<file path="src/logic/sgx_pkg.sv">
package sgx_pkg;
  localparam int unsigned ADDR_W   = 8;
  localparam int unsigned DATA_W   = 8;
  localparam int unsigned PIN_LO   = 2;
  localparam int unsigned PIN_HI   = 7;
  localparam int unsigned PIN_N    = 6;
  localparam int unsigned SYNC_N   = 3;
  localparam logic [7:0] OFF_SET   = 8'h10;
  localparam logic [7:0] OFF_CLR   = 8'h11;
  localparam logic [7:0] OFF_MON   = 8'h12;
  localparam logic [7:0] OFF_DIR   = 8'h13;
  localparam logic [7:0] OFF_EDGE  = 8'h14;
  localparam logic [7:0] OFF_RISE  = 8'h15;
  localparam logic [7:0] OFF_FALL  = 8'h16;
  localparam logic [7:0] OFF_FUNC  = 8'h17;
  localparam logic [7:0] RST_ZERO  = 8'h00;
  localparam logic [7:0] RST_FUNC  = 8'h0f;
  localparam logic [7:0] PIN_MASK  = 8'hfc;
  typedef enum logic [1:0] {
    SGX_ACC_IDLE,
    SGX_ACC_DONE
  } sgx_acc_type;
endpackage

</file>
<file path="src/logic/sgx_gpio.sv">
// Summary of operation
// six pins on register bits 7 to 2, bits 1 and 0 reserved
// writing ones to the set register drives those pins high
// writing ones to the clear register drives those pins low
// monitor register reads live pin levels, writes ignored
// direction bit zero means input, one output; resets to zero
// edge status bit sets on any enabled edge
// rising enable records low-to-high transitions
// falling enable records high-to-low transitions
// function bit zero gives pin to touch/adc, one to gpio; reset 0x0f
// all pins are inputs after power-up reset
// block held in reset while power-on reset asserted
// software should make unused pins outputs to save power
// set and clear registers are eight bits, reset to zero
// inputs synchronised, edge is change from previous sample
// writing one clears an edge bit; a same-cycle edge keeps it set
`timescale 1ns/1ps
module sgx_gpio (
  input  wire logic                       core_clk,
  input  wire logic                       rst,
  input  wire logic                       reg_wr,
  input  wire logic                       reg_rd,
  input  wire logic [sgx_pkg::ADDR_W-1:0] reg_addr,
  input  wire logic [sgx_pkg::DATA_W-1:0] reg_wdata,
  output logic      [sgx_pkg::DATA_W-1:0] reg_rdata,
  output logic                            reg_rvalid,
  input  wire logic [sgx_pkg::PIN_N-1:0]  pin_in,
  output logic      [sgx_pkg::PIN_N-1:0]  pin_out,
  output logic      [sgx_pkg::PIN_N-1:0]  pin_oe_n,
  output logic      [sgx_pkg::PIN_N-1:0]  pin_gpio_sel
);
  import sgx_pkg::*;

  // ========================================
  // registers
  logic [DATA_W-1:0] out_q, out_d;
  logic [DATA_W-1:0] dir_q, dir_d;
  logic [DATA_W-1:0] edge_q, edge_d;
  logic [DATA_W-1:0] rise_en_q, rise_en_d;
  logic [DATA_W-1:0] fall_en_q, fall_en_d;
  logic [DATA_W-1:0] func_q, func_d;
  logic [DATA_W-1:0] rdata_q, rdata_d;
  logic              rvalid_q, rvalid_d;
  logic [PIN_N-1:0]  oe_n_q, oe_n_d;
  logic [PIN_N-1:0]  pout_q, pout_d;
  logic [PIN_N-1:0]  gsel_q, gsel_d;
  logic [PIN_N-1:0]  lvl;
  logic [PIN_N-1:0]  rise;
  logic [PIN_N-1:0]  fall;
  logic [DATA_W-1:0] lvl_w;
  logic [DATA_W-1:0] hit_w;
  logic              wr_set;
  logic              wr_clr;
  logic              wr_dir;
  logic              wr_edge;
  logic              wr_rise;
  logic              wr_fall;
  logic              wr_func;
  sgx_acc_type       acc_q, acc_d;

  // ========================================
  // input path
  // synchroniser stage
  sgx_sync #(.WIDTH(PIN_N)) u_sync (
    .core_clk  (core_clk),
    .rst       (rst),
    .async_in  (pin_in),
    .level_out (lvl)
  );
  sgx_edge #(.WIDTH(PIN_N)) u_edge (
    .core_clk (core_clk),
    .rst      (rst),
    .level    (lvl),
    .rise     (rise),
    .fall     (fall)
  );

  // ========================================
  // elaboration checks
  // the map below is built for one byte with the pins on its upper bits
  if (PIN_HI - PIN_LO + 1 != PIN_N) begin : g_chk_map
    $error("pin map and pin count disagree");
  end
  if (PIN_HI >= DATA_W) begin : g_chk_top
    $error("top pin lies outside the register");
  end
  if (PIN_LO == 0) begin : g_chk_low
    $error("no reserved bits below the pins");
  end
  if (ADDR_W < 8) begin : g_chk_addr
    $error("address bus narrower than the offsets");
  end
  if (SYNC_N != 3) begin : g_chk_sync
    $error("synchroniser depth other than three");
  end
  if (DATA_W != 8) begin : g_chk_data
    $error("registers are one byte wide");
  end

  // ========================================
  // write decode
  always_comb begin
    wr_set  = 1'b0;
    wr_clr  = 1'b0;
    wr_dir  = 1'b0;
    wr_edge = 1'b0;
    wr_rise = 1'b0;
    wr_fall = 1'b0;
    wr_func = 1'b0;
    if (reg_wr) begin
      case (reg_addr)
        OFF_SET:  wr_set  = 1'b1;
        OFF_CLR:  wr_clr  = 1'b1;
        OFF_DIR:  wr_dir  = 1'b1;
        OFF_EDGE: wr_edge = 1'b1;
        OFF_RISE: wr_rise = 1'b1;
        OFF_FALL: wr_fall = 1'b1;
        OFF_FUNC: wr_func = 1'b1;
        // monitor and unmapped writes dropped
        default:  wr_set  = 1'b0;
      endcase
    end
  end

  // ========================================
  // per-pin wiring
  for (genvar k = 0; k < PIN_N; k++) begin : g_pin
    // only enabled edges
    assign hit_w[PIN_LO+k] = (rise[k] & rise_en_q[PIN_LO+k]) |
                             (fall[k] & fall_en_q[PIN_LO+k]);
    // live pin level
    assign lvl_w[PIN_LO+k] = lvl[k];
    // touch/adc pins are never driven, whatever the direction bit says
    assign oe_n_d[k] = ~(dir_d[PIN_LO+k] & func_d[PIN_LO+k]);
    assign pout_d[k] = out_d[PIN_LO+k];
    // select follows function
    assign gsel_d[k] = func_d[PIN_LO+k];
  end
  // reserved bits empty
  assign hit_w[PIN_LO-1:0] = '0;
  assign lvl_w[PIN_LO-1:0] = '0;

  // ========================================
  // output latch
  always_comb begin
    out_d = out_q;
    // ones drive high
    if (wr_set) begin
      out_d = out_q | (reg_wdata & PIN_MASK);
    end
    // ones drive low
    if (wr_clr) begin
      out_d = out_q & ~(reg_wdata & PIN_MASK);
    end
  end
  always_ff @(posedge core_clk) begin
    // latch resets to zero
    if (rst) begin
      out_q <= RST_ZERO;
    end else begin
      out_q <= out_d;
    end
  end

  // ========================================
  // configuration
  always_comb begin
    dir_d     = dir_q;
    rise_en_d = rise_en_q;
    fall_en_d = fall_en_q;
    func_d    = func_q;
    // one makes output
    if (wr_dir) begin
      dir_d = reg_wdata & PIN_MASK;
    end
    // rising enables
    if (wr_rise) begin
      rise_en_d = reg_wdata & PIN_MASK;
    end
    // falling enables
    if (wr_fall) begin
      fall_en_d = reg_wdata & PIN_MASK;
    end
    // all eight bits kept
    if (wr_func) begin
      func_d = reg_wdata;
    end
  end
  always_ff @(posedge core_clk) begin
    // inputs after reset
    if (rst) begin
      dir_q     <= RST_ZERO;
      rise_en_q <= RST_ZERO;
      fall_en_q <= RST_ZERO;
      func_q    <= RST_FUNC;
    end else begin
      dir_q     <= dir_d;
      rise_en_q <= rise_en_d;
      fall_en_q <= fall_en_d;
      func_q    <= func_d;
    end
  end

  // ========================================
  // edge status
  always_comb begin
    edge_d = edge_q;
    // write one clears
    if (wr_edge) begin
      edge_d = edge_q & ~reg_wdata;
    end
    // applied last, so a same-cycle clear loses
    edge_d = edge_d | hit_w;
  end
  always_ff @(posedge core_clk) begin
    if (rst) begin
      edge_q <= RST_ZERO;
    end else begin
      edge_q <= edge_d;
    end
  end

  // ========================================
  // read handshake
  always_comb begin
    acc_d = acc_q;
    case (acc_q)
      SGX_ACC_IDLE: begin
        if (reg_rd) begin
          acc_d = SGX_ACC_DONE;
        end
      end
      // back-to-back reads stay here and answer every cycle
      SGX_ACC_DONE: begin
        if (!reg_rd) begin
          acc_d = SGX_ACC_IDLE;
        end
      end
      default: acc_d = SGX_ACC_IDLE;
    endcase
    rvalid_d = (acc_d == SGX_ACC_DONE);
  end
  always_ff @(posedge core_clk) begin
    if (rst) begin
      acc_q    <= SGX_ACC_IDLE;
      rvalid_q <= 1'b0;
    end else begin
      acc_q    <= acc_d;
      rvalid_q <= rvalid_d;
    end
  end

  // ========================================
  // read data
  always_comb begin
    rdata_d = rdata_q;
    if (reg_rd) begin
      case (reg_addr)
        // set and clear both read back the output latch
        OFF_SET:  rdata_d = out_q;
        OFF_CLR:  rdata_d = out_q;
        // live levels
        OFF_MON:  rdata_d = lvl_w;
        OFF_DIR:  rdata_d = dir_q;
        OFF_EDGE: rdata_d = edge_q;
        OFF_RISE: rdata_d = rise_en_q;
        OFF_FALL: rdata_d = fall_en_q;
        OFF_FUNC: rdata_d = func_q;
        default:  rdata_d = RST_ZERO;
      endcase
    end
  end
  always_ff @(posedge core_clk) begin
    if (rst) begin
      rdata_q <= RST_ZERO;
    end else begin
      rdata_q <= rdata_d;
    end
  end

  // ========================================
  // pin drive
  always_ff @(posedge core_clk) begin
    // released while reset held
    // released pins cannot fight whatever the far side drives
    if (rst) begin
      oe_n_q <= '1;
      pout_q <= '0;
      gsel_q <= RST_FUNC[PIN_HI:PIN_LO];
    end else begin
      oe_n_q <= oe_n_d;
      pout_q <= pout_d;
      gsel_q <= gsel_d;
    end
  end

  assign reg_rdata    = rdata_q;
  assign reg_rvalid   = rvalid_q;
  assign pin_out      = pout_q;
  assign pin_oe_n     = oe_n_q;
  assign pin_gpio_sel = gsel_q;
endmodule

</file>
<file path="src/logic/sgx_sync.sv">
`timescale 1ns/1ps
module sgx_sync #(
  parameter int unsigned WIDTH = 6
) (
  input  wire logic             core_clk,
  input  wire logic             rst,
  input  wire logic [WIDTH-1:0] async_in,
  output logic      [WIDTH-1:0] level_out
);
  import sgx_pkg::*;
  logic [WIDTH-1:0] s1_q, s2_q, s3_q, lvl_q;
  logic [WIDTH-1:0] s1_d, s2_d, s3_d, lvl_d;
  // ========================================
  // three stages, change taken when two and three agree
  if (WIDTH < 1) begin : g_chk_width
    $error("synchroniser needs at least one bit");
  end
  always_comb begin
    s1_d = async_in;
    s2_d = s1_q;
    s3_d = s2_q;
  end
  for (genvar i = 0; i < WIDTH; i++) begin : g_bit
    assign lvl_d[i] = (s2_q[i] == s3_q[i]) ? s3_q[i] : lvl_q[i];
  end
  always_ff @(posedge core_clk) begin
    if (rst) begin
      s1_q  <= '0;
      s2_q  <= '0;
      s3_q  <= '0;
      lvl_q <= '0;
    end else begin
      s1_q  <= s1_d;
      s2_q  <= s2_d;
      s3_q  <= s3_d;
      lvl_q <= lvl_d;
    end
  end
  assign level_out = lvl_q;
endmodule

</file>
<file path="src/logic/sgx_edge.sv">
`timescale 1ns/1ps
module sgx_edge #(
  parameter int unsigned WIDTH = 6
) (
  input  wire logic             core_clk,
  input  wire logic             rst,
  input  wire logic [WIDTH-1:0] level,
  output logic      [WIDTH-1:0] rise,
  output logic      [WIDTH-1:0] fall
);
  import sgx_pkg::*;
  logic [WIDTH-1:0] prev_q, prev_d;
  if (WIDTH < 1) begin : g_chk_width
    $error("edge detector needs at least one bit");
  end
  always_comb begin
    prev_d = level;
  end
  always_ff @(posedge core_clk) begin
    if (rst) begin
      prev_q <= '0;
    end else begin
      prev_q <= prev_d;
    end
  end
  // compare with previous
  assign rise = level & ~prev_q;
  assign fall = ~level & prev_q;
endmodule

</file>
<file path="config.mk">
export PLATFORM = sky130hd
export DESIGN_NAME = sgx_gpio
export DESIGN_NICKNAME = d
export VERILOG_FILES = /design/src/logic/sgx_pkg.sv /design/src/logic/sgx_gpio.sv /design/src/logic/sgx_sync.sv /design/src/logic/sgx_edge.sv
export SDC_FILE = /design/constraint.sdc
export NUM_CORES = 1
export LEC_CHECK = 0
export ABC_AREA = 1
export BUFFER_PORTS_ARGS = -buffer_cell sky130_fd_sc_hd__buf_4
export CORE_MARGIN = 10
export CORE_UTILIZATION = 53
export CTS_BUF_LIST = sky130_fd_sc_hd__clkbuf_2 sky130_fd_sc_hd__clkbuf_4 sky130_fd_sc_hd__clkbuf_8
export DETAILED_ROUTE_END_ITERATION = 12
export PLACE_DENSITY = 0.88
export RECOVER_POWER = 100
export SYNTH_ARGS = -nofsm -noshare
export SYNTH_HDL_FRONTEND = slang
export SYNTH_SLANG_ARGS = --single-unit
</file>
<file path="constraint.sdc">
create_clock -name core_clk -period 1.2 [get_ports core_clk]
set_input_delay 0.06 -clock core_clk [delete_from_list [all_inputs] [get_ports core_clk]]
set_output_delay 0.06 -clock core_clk [all_outputs]
set_load 0.1 [all_outputs]
</file>
==> flow_summary.ini, run 1 <==
[logic_synthesis]
async_reset_ff_frac = 0
synth_top_area_cell = dfxtp_1
syn_inst = 458
synthDistinctLibCells = 32
netlist_top_cells_area = dfxtp_1 (49%), nand2_1 (8.4%), nor2_1 (7.3%), inv_1 (6.3%), nand3_1 (6.3%)
syn_area_mm2 = 0.00350
synth_edf_count = 0
ys.flop_type = dfxtp_1
syn_nets = 484
yosysSeqAreaShare = 0.492
avgSynthCellArea_um2 = 7.63
synth_warnings = 0
synth_top_area_share = 0.492
ys_ff_latch = 86

[worst_setup_path]
cp-start-kind = flop
worst_ep_required_time_ps = 1140
crit_start = func_q[2]
critPathMaxFanout = 3
cp_top_family = flip-flops
cp.arrival_ps = 1080
r2r-start = func_q[2]
slowest_delay_ps = 380
end_kind = output port
crit_chain = clkbuf_4
rrSetupSlack_ps = 260
setup.worst_path.class = reg2out
cp_slowest_cell = dfxtp_1
path_buf_inv = 1

[sta]
period_minus_slack_ps = 1140
finalSetupViolations = 0
maxSlewViolCount = 0
finClkSkew_ps = 5.65
hold_violations = 0
rsz0062_at_grt = false
finalCritPeriodShare = 0.953
layout_setup_ws_ps = 57.0
tns_ps = 0
fmax_mhz = 875

[clock_tree]
ctsLongestPathBuffers = 2
htreeDepth = 3
cts.sinks = 86
cts-root-buf = clkbuf_8
post-cts-setup-buffers = 0
numCtsBuffers = 9
cts_tree = yes
insertion_delay_ps = 360
cts.clk_slew.worst_paths_ps = 90

[detailed_routing]
drc = 0
vias_per_cell = 5.17
final_antenna_net_count = 0
vias = 3177
drt-initial-drc-count = 216
wirelength_um = 8540
firstDrtPassIters = 5
wire_per_inst_um = 13.9

[finish]
nNetsFinal = 558
diodes = 0
drive_gt1_frac = 0.218
area_delta_synth_final_pct = 24.9

[grt]
grt_max_degree = 38
grt_pass1_vias = 2927
grt_pass1_wl_um = 13900
grt_util_all_layers = 0.169
grt_antenna_before_repair = 0
gr-total-overflow = 0

[power]
leakagePower_nw = 2.01
p_total_mw = 5.27
power.density_mw_per_mm2 = 1210
vdd_drop_max_mv = 0.813

[placed_design]
dpl_worst_slack_ps = -189
port_buffers = 52
place_congestion = 0.904
dp.final_hpwl_um = 6270

[floorplanning]
ios = 53
core_area_mm2 = 0.00639
die_area_mm2 = 0.0102
die_w_um = 101
initial_utilization = 0.547
rows = 29
die_h_um = 101

[job]
maxCapViolations = 0

[status]
status = finished, final reports clean

[min_path]
hp-start = reg_wdata[2]
hold_path_class = in2reg
==> state kept, by name, summed over array words and instances, names as in the netlist, named ones only <==
name and flops:
u_sync.s2_q 6, pin_oe_n 6, u_edge.prev_q 6, u_sync.level_out 6, edge_q 8, acc_q 1
u_sync.s3_q 6, fall_en_q 6, reg_rvalid 1, reg_rdata 8, u_sync.s1_q 6, rise_en_q 6
dir_q 6, func_q 8
==> worst paths after layout <==
check,end,depth (start not counted)
worst max-delay path,pin_gpio_sel[0],1
worst min-delay path,edge_q[2],4
worst max register to register,reg_rdata[2],6
worst min register to register,u_sync.s2_q[4],2
==> where the power goes <==
part           total [mW]  internal [mW]  switching [mW]
combinational       0.336          0.140           0.196
sequential           2.89           2.88          0.0117
clock                2.04           1.01            1.03
==> area by class of cell <==
type | instances | area, µm²
Clock inverter | 5 | 58.8
Fill cell | 503 | 2020
Timing Repair Buffer | 85 | 714
Sequential cell | 86 | 1740
Clock buffer | 11 | 139
Tap cell | 77 | 96.3
Multi-Input combinational cell | 289 | 1390
Inverter | 61 | 229
==> cells in the mapped netlist (3+ instances only) <==
cell	instances
dfxtp_1	86
nand2_1	78
nor2_1	68
inv_1	59
nand3_1	44
a21oi_1	30
o21ai_0	20
buf_4	7
a31oi_1	6
buf_2	6
clkbuf_1	6
o211a_1	6
o21bai_1	6
a21oi_2	4
nor2_4	4
o21ai_2	4
nand2_2	3
==> per-stage QoR <==
step	instances	cell area [µm²]	hold slack (ps)	utilization
6_report	614	4370	41.7	0.684
3_3_place_gp	585	4080	258	0.638
4_1_cts	614	4400	30.1	0.689
2_1_floorplan	458	3510	143	-
3_5_place_dp	585	4080	257	0.638
5_1_grt	614	4370	52.4	0.684
==> repair_timing <==
item,4_1_cts,5_1_grt
hold buffers,13,0
setup endpoints to repair,0,0
gates resized for setup,0,0
endpoints found under the hold margin,19,0
==> cells by family (layout without fill, tap and decap cells) <==
family / Yosys count / after routing / synth area share
AO/OA/AOI/OAI: 82 / 82 / 0.143
AND/OR/NAND/NOR: 206 / 206 / 0.262
buffers and inverters: 83 / 162 / 0.101
other: 1 / 1 / 0.00107
flip-flops: 86 / 86 / 0.492
==> routing by layer <==
| metal | up-vias | GRT usage | wire, µm |
|---|---|---|---|
| met5 | - | 0 | 0 |
| met4 | 0 | 0.0815 | 218 |
| met3 | 21 | 0.0524 | 685 |
| met2 | 135 | 0.271 | 4020 |
| met1 | 1420 | 0.202 | 3620 |
| li1 | 1601 | - | - |
==> layout by cell type, fill, tap and decap left out, types with 3 or more instances in the layout <==
master | Yosys | layout
nand2_1 | 78 | 78
dfxtp_1 | 86 | 73
nor2_1 | 68 | 70
inv_1 | 59 | 60
nand3_1 | 44 | 44
clkbuf_4 | 0 | 39
a21oi_1 | 30 | 31
buf_4 | 7 | 29
o21ai_0 | 20 | 20
dfxtp_2 | 0 | 13
dlygate4sd3_1 | 0 | 13
clkbuf_8 | 0 | 9
a31oi_1 | 6 | 6
o21bai_1 | 6 | 6
o211a_1 | 6 | 6
nand2_2 | 3 | 4
o21ai_1 | 2 | 4
buf_12 | 0 | 4
a21oi_2 | 4 | 3
No activity file was read; power rests on OpenSTA's default activity.
==> inputs of run 2 (changes only) <==
Settings changed: BUFFER_PORTS_ARGS -buffer_cell sky130_fd_sc_hd__buf_4 to -buffer_cell sky130_fd_sc_hd__buf_2.
==> run 2 against run 1 <==
  * Wire length rose by 3.9%
  * Critical path depth did not move
  * Hold slack got worse by 35 ps
==> flow_summary.ini, run 2 (synthesis gave the netlist of run 1 again) <==
[sta]
period_minus_slack_ps = 1170
rsz0062_at_grt = false
finClkSkew_ps = 10.8
layout_setup_ws_ps = 31.0
finalCritPeriodShare = 0.974
fmax_mhz = 855
finalSetupViolations = 0
maxSlewViolCount = 0
tns_ps = 0
hold_violations = 0

[clock_tree]
cts.sinks = 86
ctsLongestPathBuffers = 2
cts.clk_slew.worst_paths_ps = 90
insertion_delay_ps = 360
htreeDepth = 3
post-cts-setup-buffers = 0
cts_tree = yes
numCtsBuffers = 9
cts-root-buf = clkbuf_8

[power]
power.density_mw_per_mm2 = 1270
p_total_mw = 5.51
vdd_drop_max_mv = 0.961
leakagePower_nw = 2.01

[worst_setup_path]
end_kind = output port
worst_ep_required_time_ps = 1140
slowest_delay_ps = 410
cp.arrival_ps = 1110
cp_top_family = buffers and inverters
setup.worst_path.class = reg2out
crit_chain = buf_2
cp_slowest_cell = buf_2
cp-start-kind = flop
path_buf_inv = 1
critPathMaxFanout = 2

[placed_design]
port_buffers = 52
place_congestion = 0.961
dp.final_hpwl_um = 6710
placed_cells = 590
dpl_worst_slack_ps = -141

[min_path]
hold_path_class = in2reg

[grt]
gr-total-overflow = 0
grt_pass1_wl_um = 15100
grt_pass1_vias = 3168
grt_util_all_layers = 0.183
grt_antenna_before_repair = 0
grt_max_degree = 23

[detailed_routing]
drc = 0
final_antenna_net_count = 0
firstDrtPassIters = 5
vias_per_cell = 5.15
wire_per_inst_um = 14.4
drt-initial-drc-count = 274
vias = 3178
wirelength_um = 8870

[floorplanning]
core_area_mm2 = 0.00639
die_h_um = 101
die_area_mm2 = 0.0102
initial_utilization = 0.547
die_w_um = 101
rows = 29
ios = 53

[finish]
diodes = 0
nFillCells = 508
area_delta_synth_final_pct = 23.8
nNetsFinal = 561
final_cell_mix = nand2_1 (80), dfxtp_1 (80), nor2_1 (70), inv_1 (60), nand3_1 (44)
layout.cells.non_filler = 617
drive_gt1_frac = 0.198

[status]
status = finished, final reports clean

[job]
maxCapViolations = 0
==> run 2: layout make-up <==
type                            instances  area, µm²  share of cell area
Sequential cell                        86       1730               0.400
Multi-Input combinational cell        289       1380               0.320
Timing Repair Buffer                   88        657               0.152
Inverter                               61        229              0.0529
Clock buffer                           11        151              0.0350
Tap cell                               77       96.3              0.0223
Clock inverter                          5       81.3              0.0188
==> run 2: what timing repair did <==
item	CTS	global route
setup endpoints to repair	11	9
gates resized for setup	11	9
hold buffers	11	0
endpoints found under the hold margin	13	0
==> run 2: layer usage <==
metal  routed length (µm)  global-route usage  share of wire
met1                 3680               0.212           0.41
met4                  184              0.0761          0.021
met2                 4270               0.307           0.48
met5                    0                   0              0
met3                  741              0.0558          0.084
==> run 2: final timing paths <==
check	startpoint	to	slack (ps)	depth (start not counted)
hold / removal	reg_rd	reg_rdata[4]	7	3
setup reg to reg	func_q[2]	reg_rdata[2]	220	6
setup / recovery	reg_rdata[4]	reg_rdata[4]	30	1
hold reg to reg	acc_q[1]	reg_rvalid	400	1
==> run 2: power breakdown <==
part | leakage [nW] | switching [mW] | internal (mW)
clock | 0.116 | 1.01 | 1.29
combinational | 1.19 | 0.197 | 0.125
sequential | 0.700 | 0.0116 | 2.88
total | 2.01 | 1.22 | 4.29
==> run 2: stage by stage <==
step	utilization	instance area [µm²]	hold slack, ps
floorplan	-	3510	143
CTS	0.686	4380	4.90
detailed placement	0.628	4010	267
finish	0.678	4330	6.86
global placement	0.628	4010	261
global route	0.678	4330	13.7
==> run 2: worst min-delay path, stage by stage <==
cell and delay (ps):
buf_2 150, nand2_1 80, a21oi_1 50
==> inputs of run 3 (changes only) <==
Settings changed: REMOVE_ABC_BUFFERS set to 1.
==> run 3 against run 2 <==
  * Sequential power is essentially flat
  * Combinational power shrank 3%
  * Largest cell class unchanged
  * Critical path depth is the same
  * Hold slack gained 14 ps
  * Final area shrank 0.40%
  * Count of clock-buffer cells in the layout shrank 1
  * Core utilization shrank 0.27 points
  * Via count grew 2.2%
  * Maximum frequency grew 0.80%
  * Sequential share of layout area is essentially flat
  * Die area is the same
  * Wire length grew 0.29%
==> flow_summary.ini, run 3 (synthesis gave the netlist of run 1 again) <==
[worst_setup_path]
cp_top_family = buffers and inverters
cp.arrival_ps = 1100
path_buf_inv = 1
end_kind = output port
cp-start-kind = flop
cp_slowest_cell = buf_2
slowest_delay_ps = 420
crit_chain = buf_2
crit_start = pin_oe_n[3]
setup.worst_path.class = reg2out
critPathMaxFanout = 1
worst_ep_required_time_ps = 1140
r2r-start = fall_en_q[4]

[placed_design]
port_buffers = 52
place_congestion = 0.950
dpl_worst_slack_ps = -186
placed_area_mm2 = 0.00401
dp.final_hpwl_um = 6310

[detailed_routing]
final_antenna_net_count = 0
wirelength_um = 8900
top_layer = met4
wire_per_inst_um = 14.4
vias = 3247
vias_per_cell = 5.24
wl_met1_um = 3720
met3WireLength_um = 811
wl_met2_um = 4080
drc = 0
firstDrtPassIters = 5
drt-initial-drc-count = 249

[sta]
fmax_mhz = 862
hold_violations = 0
layout_setup_ws_ps = 40.3
tns_ps = 0
period_minus_slack_ps = 1160
finalSetupViolations = 0
rsz0062_at_grt = false
finalCritPeriodShare = 0.966
finClkSkew_ps = 8.23
maxSlewViolCount = 0

[clock_tree]
numCtsBuffers = 9
htreeDepth = 3
insertion_delay_ps = 360
ctsLongestPathBuffers = 2
cts.clk_slew.worst_paths_ps = 80
cts.sinks = 86
cts_tree = yes
cts-root-buf = clkbuf_8

[min_path]
hold_path_class = in2reg
hp-start = reg_wdata[3]

[grt]
grt_max_degree = 26
grt_pass1_wl_um = 14700
grt_pass1_vias = 3187
gr-total-overflow = 0
grt_util_all_layers = 0.177
grt_antenna_before_repair = 0

[finish]
postLayoutCoreUtil = 0.675
area_delta_synth_final_pct = 23.3
final_cell_mix = dfxtp_1 (86), nand2_1 (80), nor2_1 (70), inv_1 (59), nand3_1 (44)
final_cell_area_mm2 = 0.00431
drive_gt1_frac = 0.201
mostFrequentLayoutCell = dfxtp_1
diodes = 0
nNetsFinal = 564

[power]
power.share.clock = 0.411
p_comb_frac = 0.057
p_sw_frac = 0.225
p_switching_mw = 1.23
internal-power_mw = 4.22
sequentialPowerShare = 0.532
leakagePower_nw = 2.01
power.density_mw_per_mm2 = 1260
vdd_drop_max_mv = 1.00

[floorplanning]
die_h_um = 101
die_w_um = 101
ios = 53
die_area_mm2 = 0.0102
initial_utilization = 0.547
core_area_mm2 = 0.00639
rows = 29

[status]
status = finished, final reports clean

[job]
maxCapViolations = 0
[run 3: metal layers]
metal  vias to the layer above  track usage
met4                         0        0.104
met3                        23       0.0511
li1                       1607            -
met2                       139        0.275
met1                      1478        0.212
met5                         -            0
[run 3: metrics by stage]
step / power (mW) / hold WS, ps / instances
2_1_floorplan: 3.09 / 129 / 436
3_3_place_gp: 3.24 / 259 / 592
3_5_place_dp: 3.24 / 265 / 592
4_1_cts: 5.48 / 3.90 / 620
5_1_grt: 5.62 / 31.7 / 620
6_report: 5.44 / 20.8 / 620
[run 3: timing repair]
action	in CTS	in global routing
hold buffers	12	0
hold endpoints to repair	16	0
resized for setup	11	8
setup endpoints to repair	11	8
gates cloned	0	0
setup buffers	0	0
[run 3: power by group through the flow]
stage	combinational [mW]	clock, mW	sequential, mW
after CTS	0.314	2.28	2.89
after global placement	0.276	0	2.96
after floorplan	0.111	0	2.98
final	0.311	2.24	2.89
after detailed placement	0.283	0	2.96
after global routing	0.340	2.38	2.90
[run 3: path summary, 6_finish.rpt]
kind | end | slack, ps | cells after the start
max reg2reg | reg_rdata[4] | 220 | 6
min | edge_q[3] | 20 | 4
max | pin_oe_n[3] | 40 | 1
min reg2reg | u_sync.s2_q[5] | 410 | 2
[run 3: area by class of cell]
cell class                 count  area (µm²)
fill                         525        2080
sequential                    86        1720
multi-input combinational    289        1400
timing repair buffer          91         646
inverter                      61         229
clock buffer                  10         138
tap                           77        96.3
clock inverter                 6        85.1
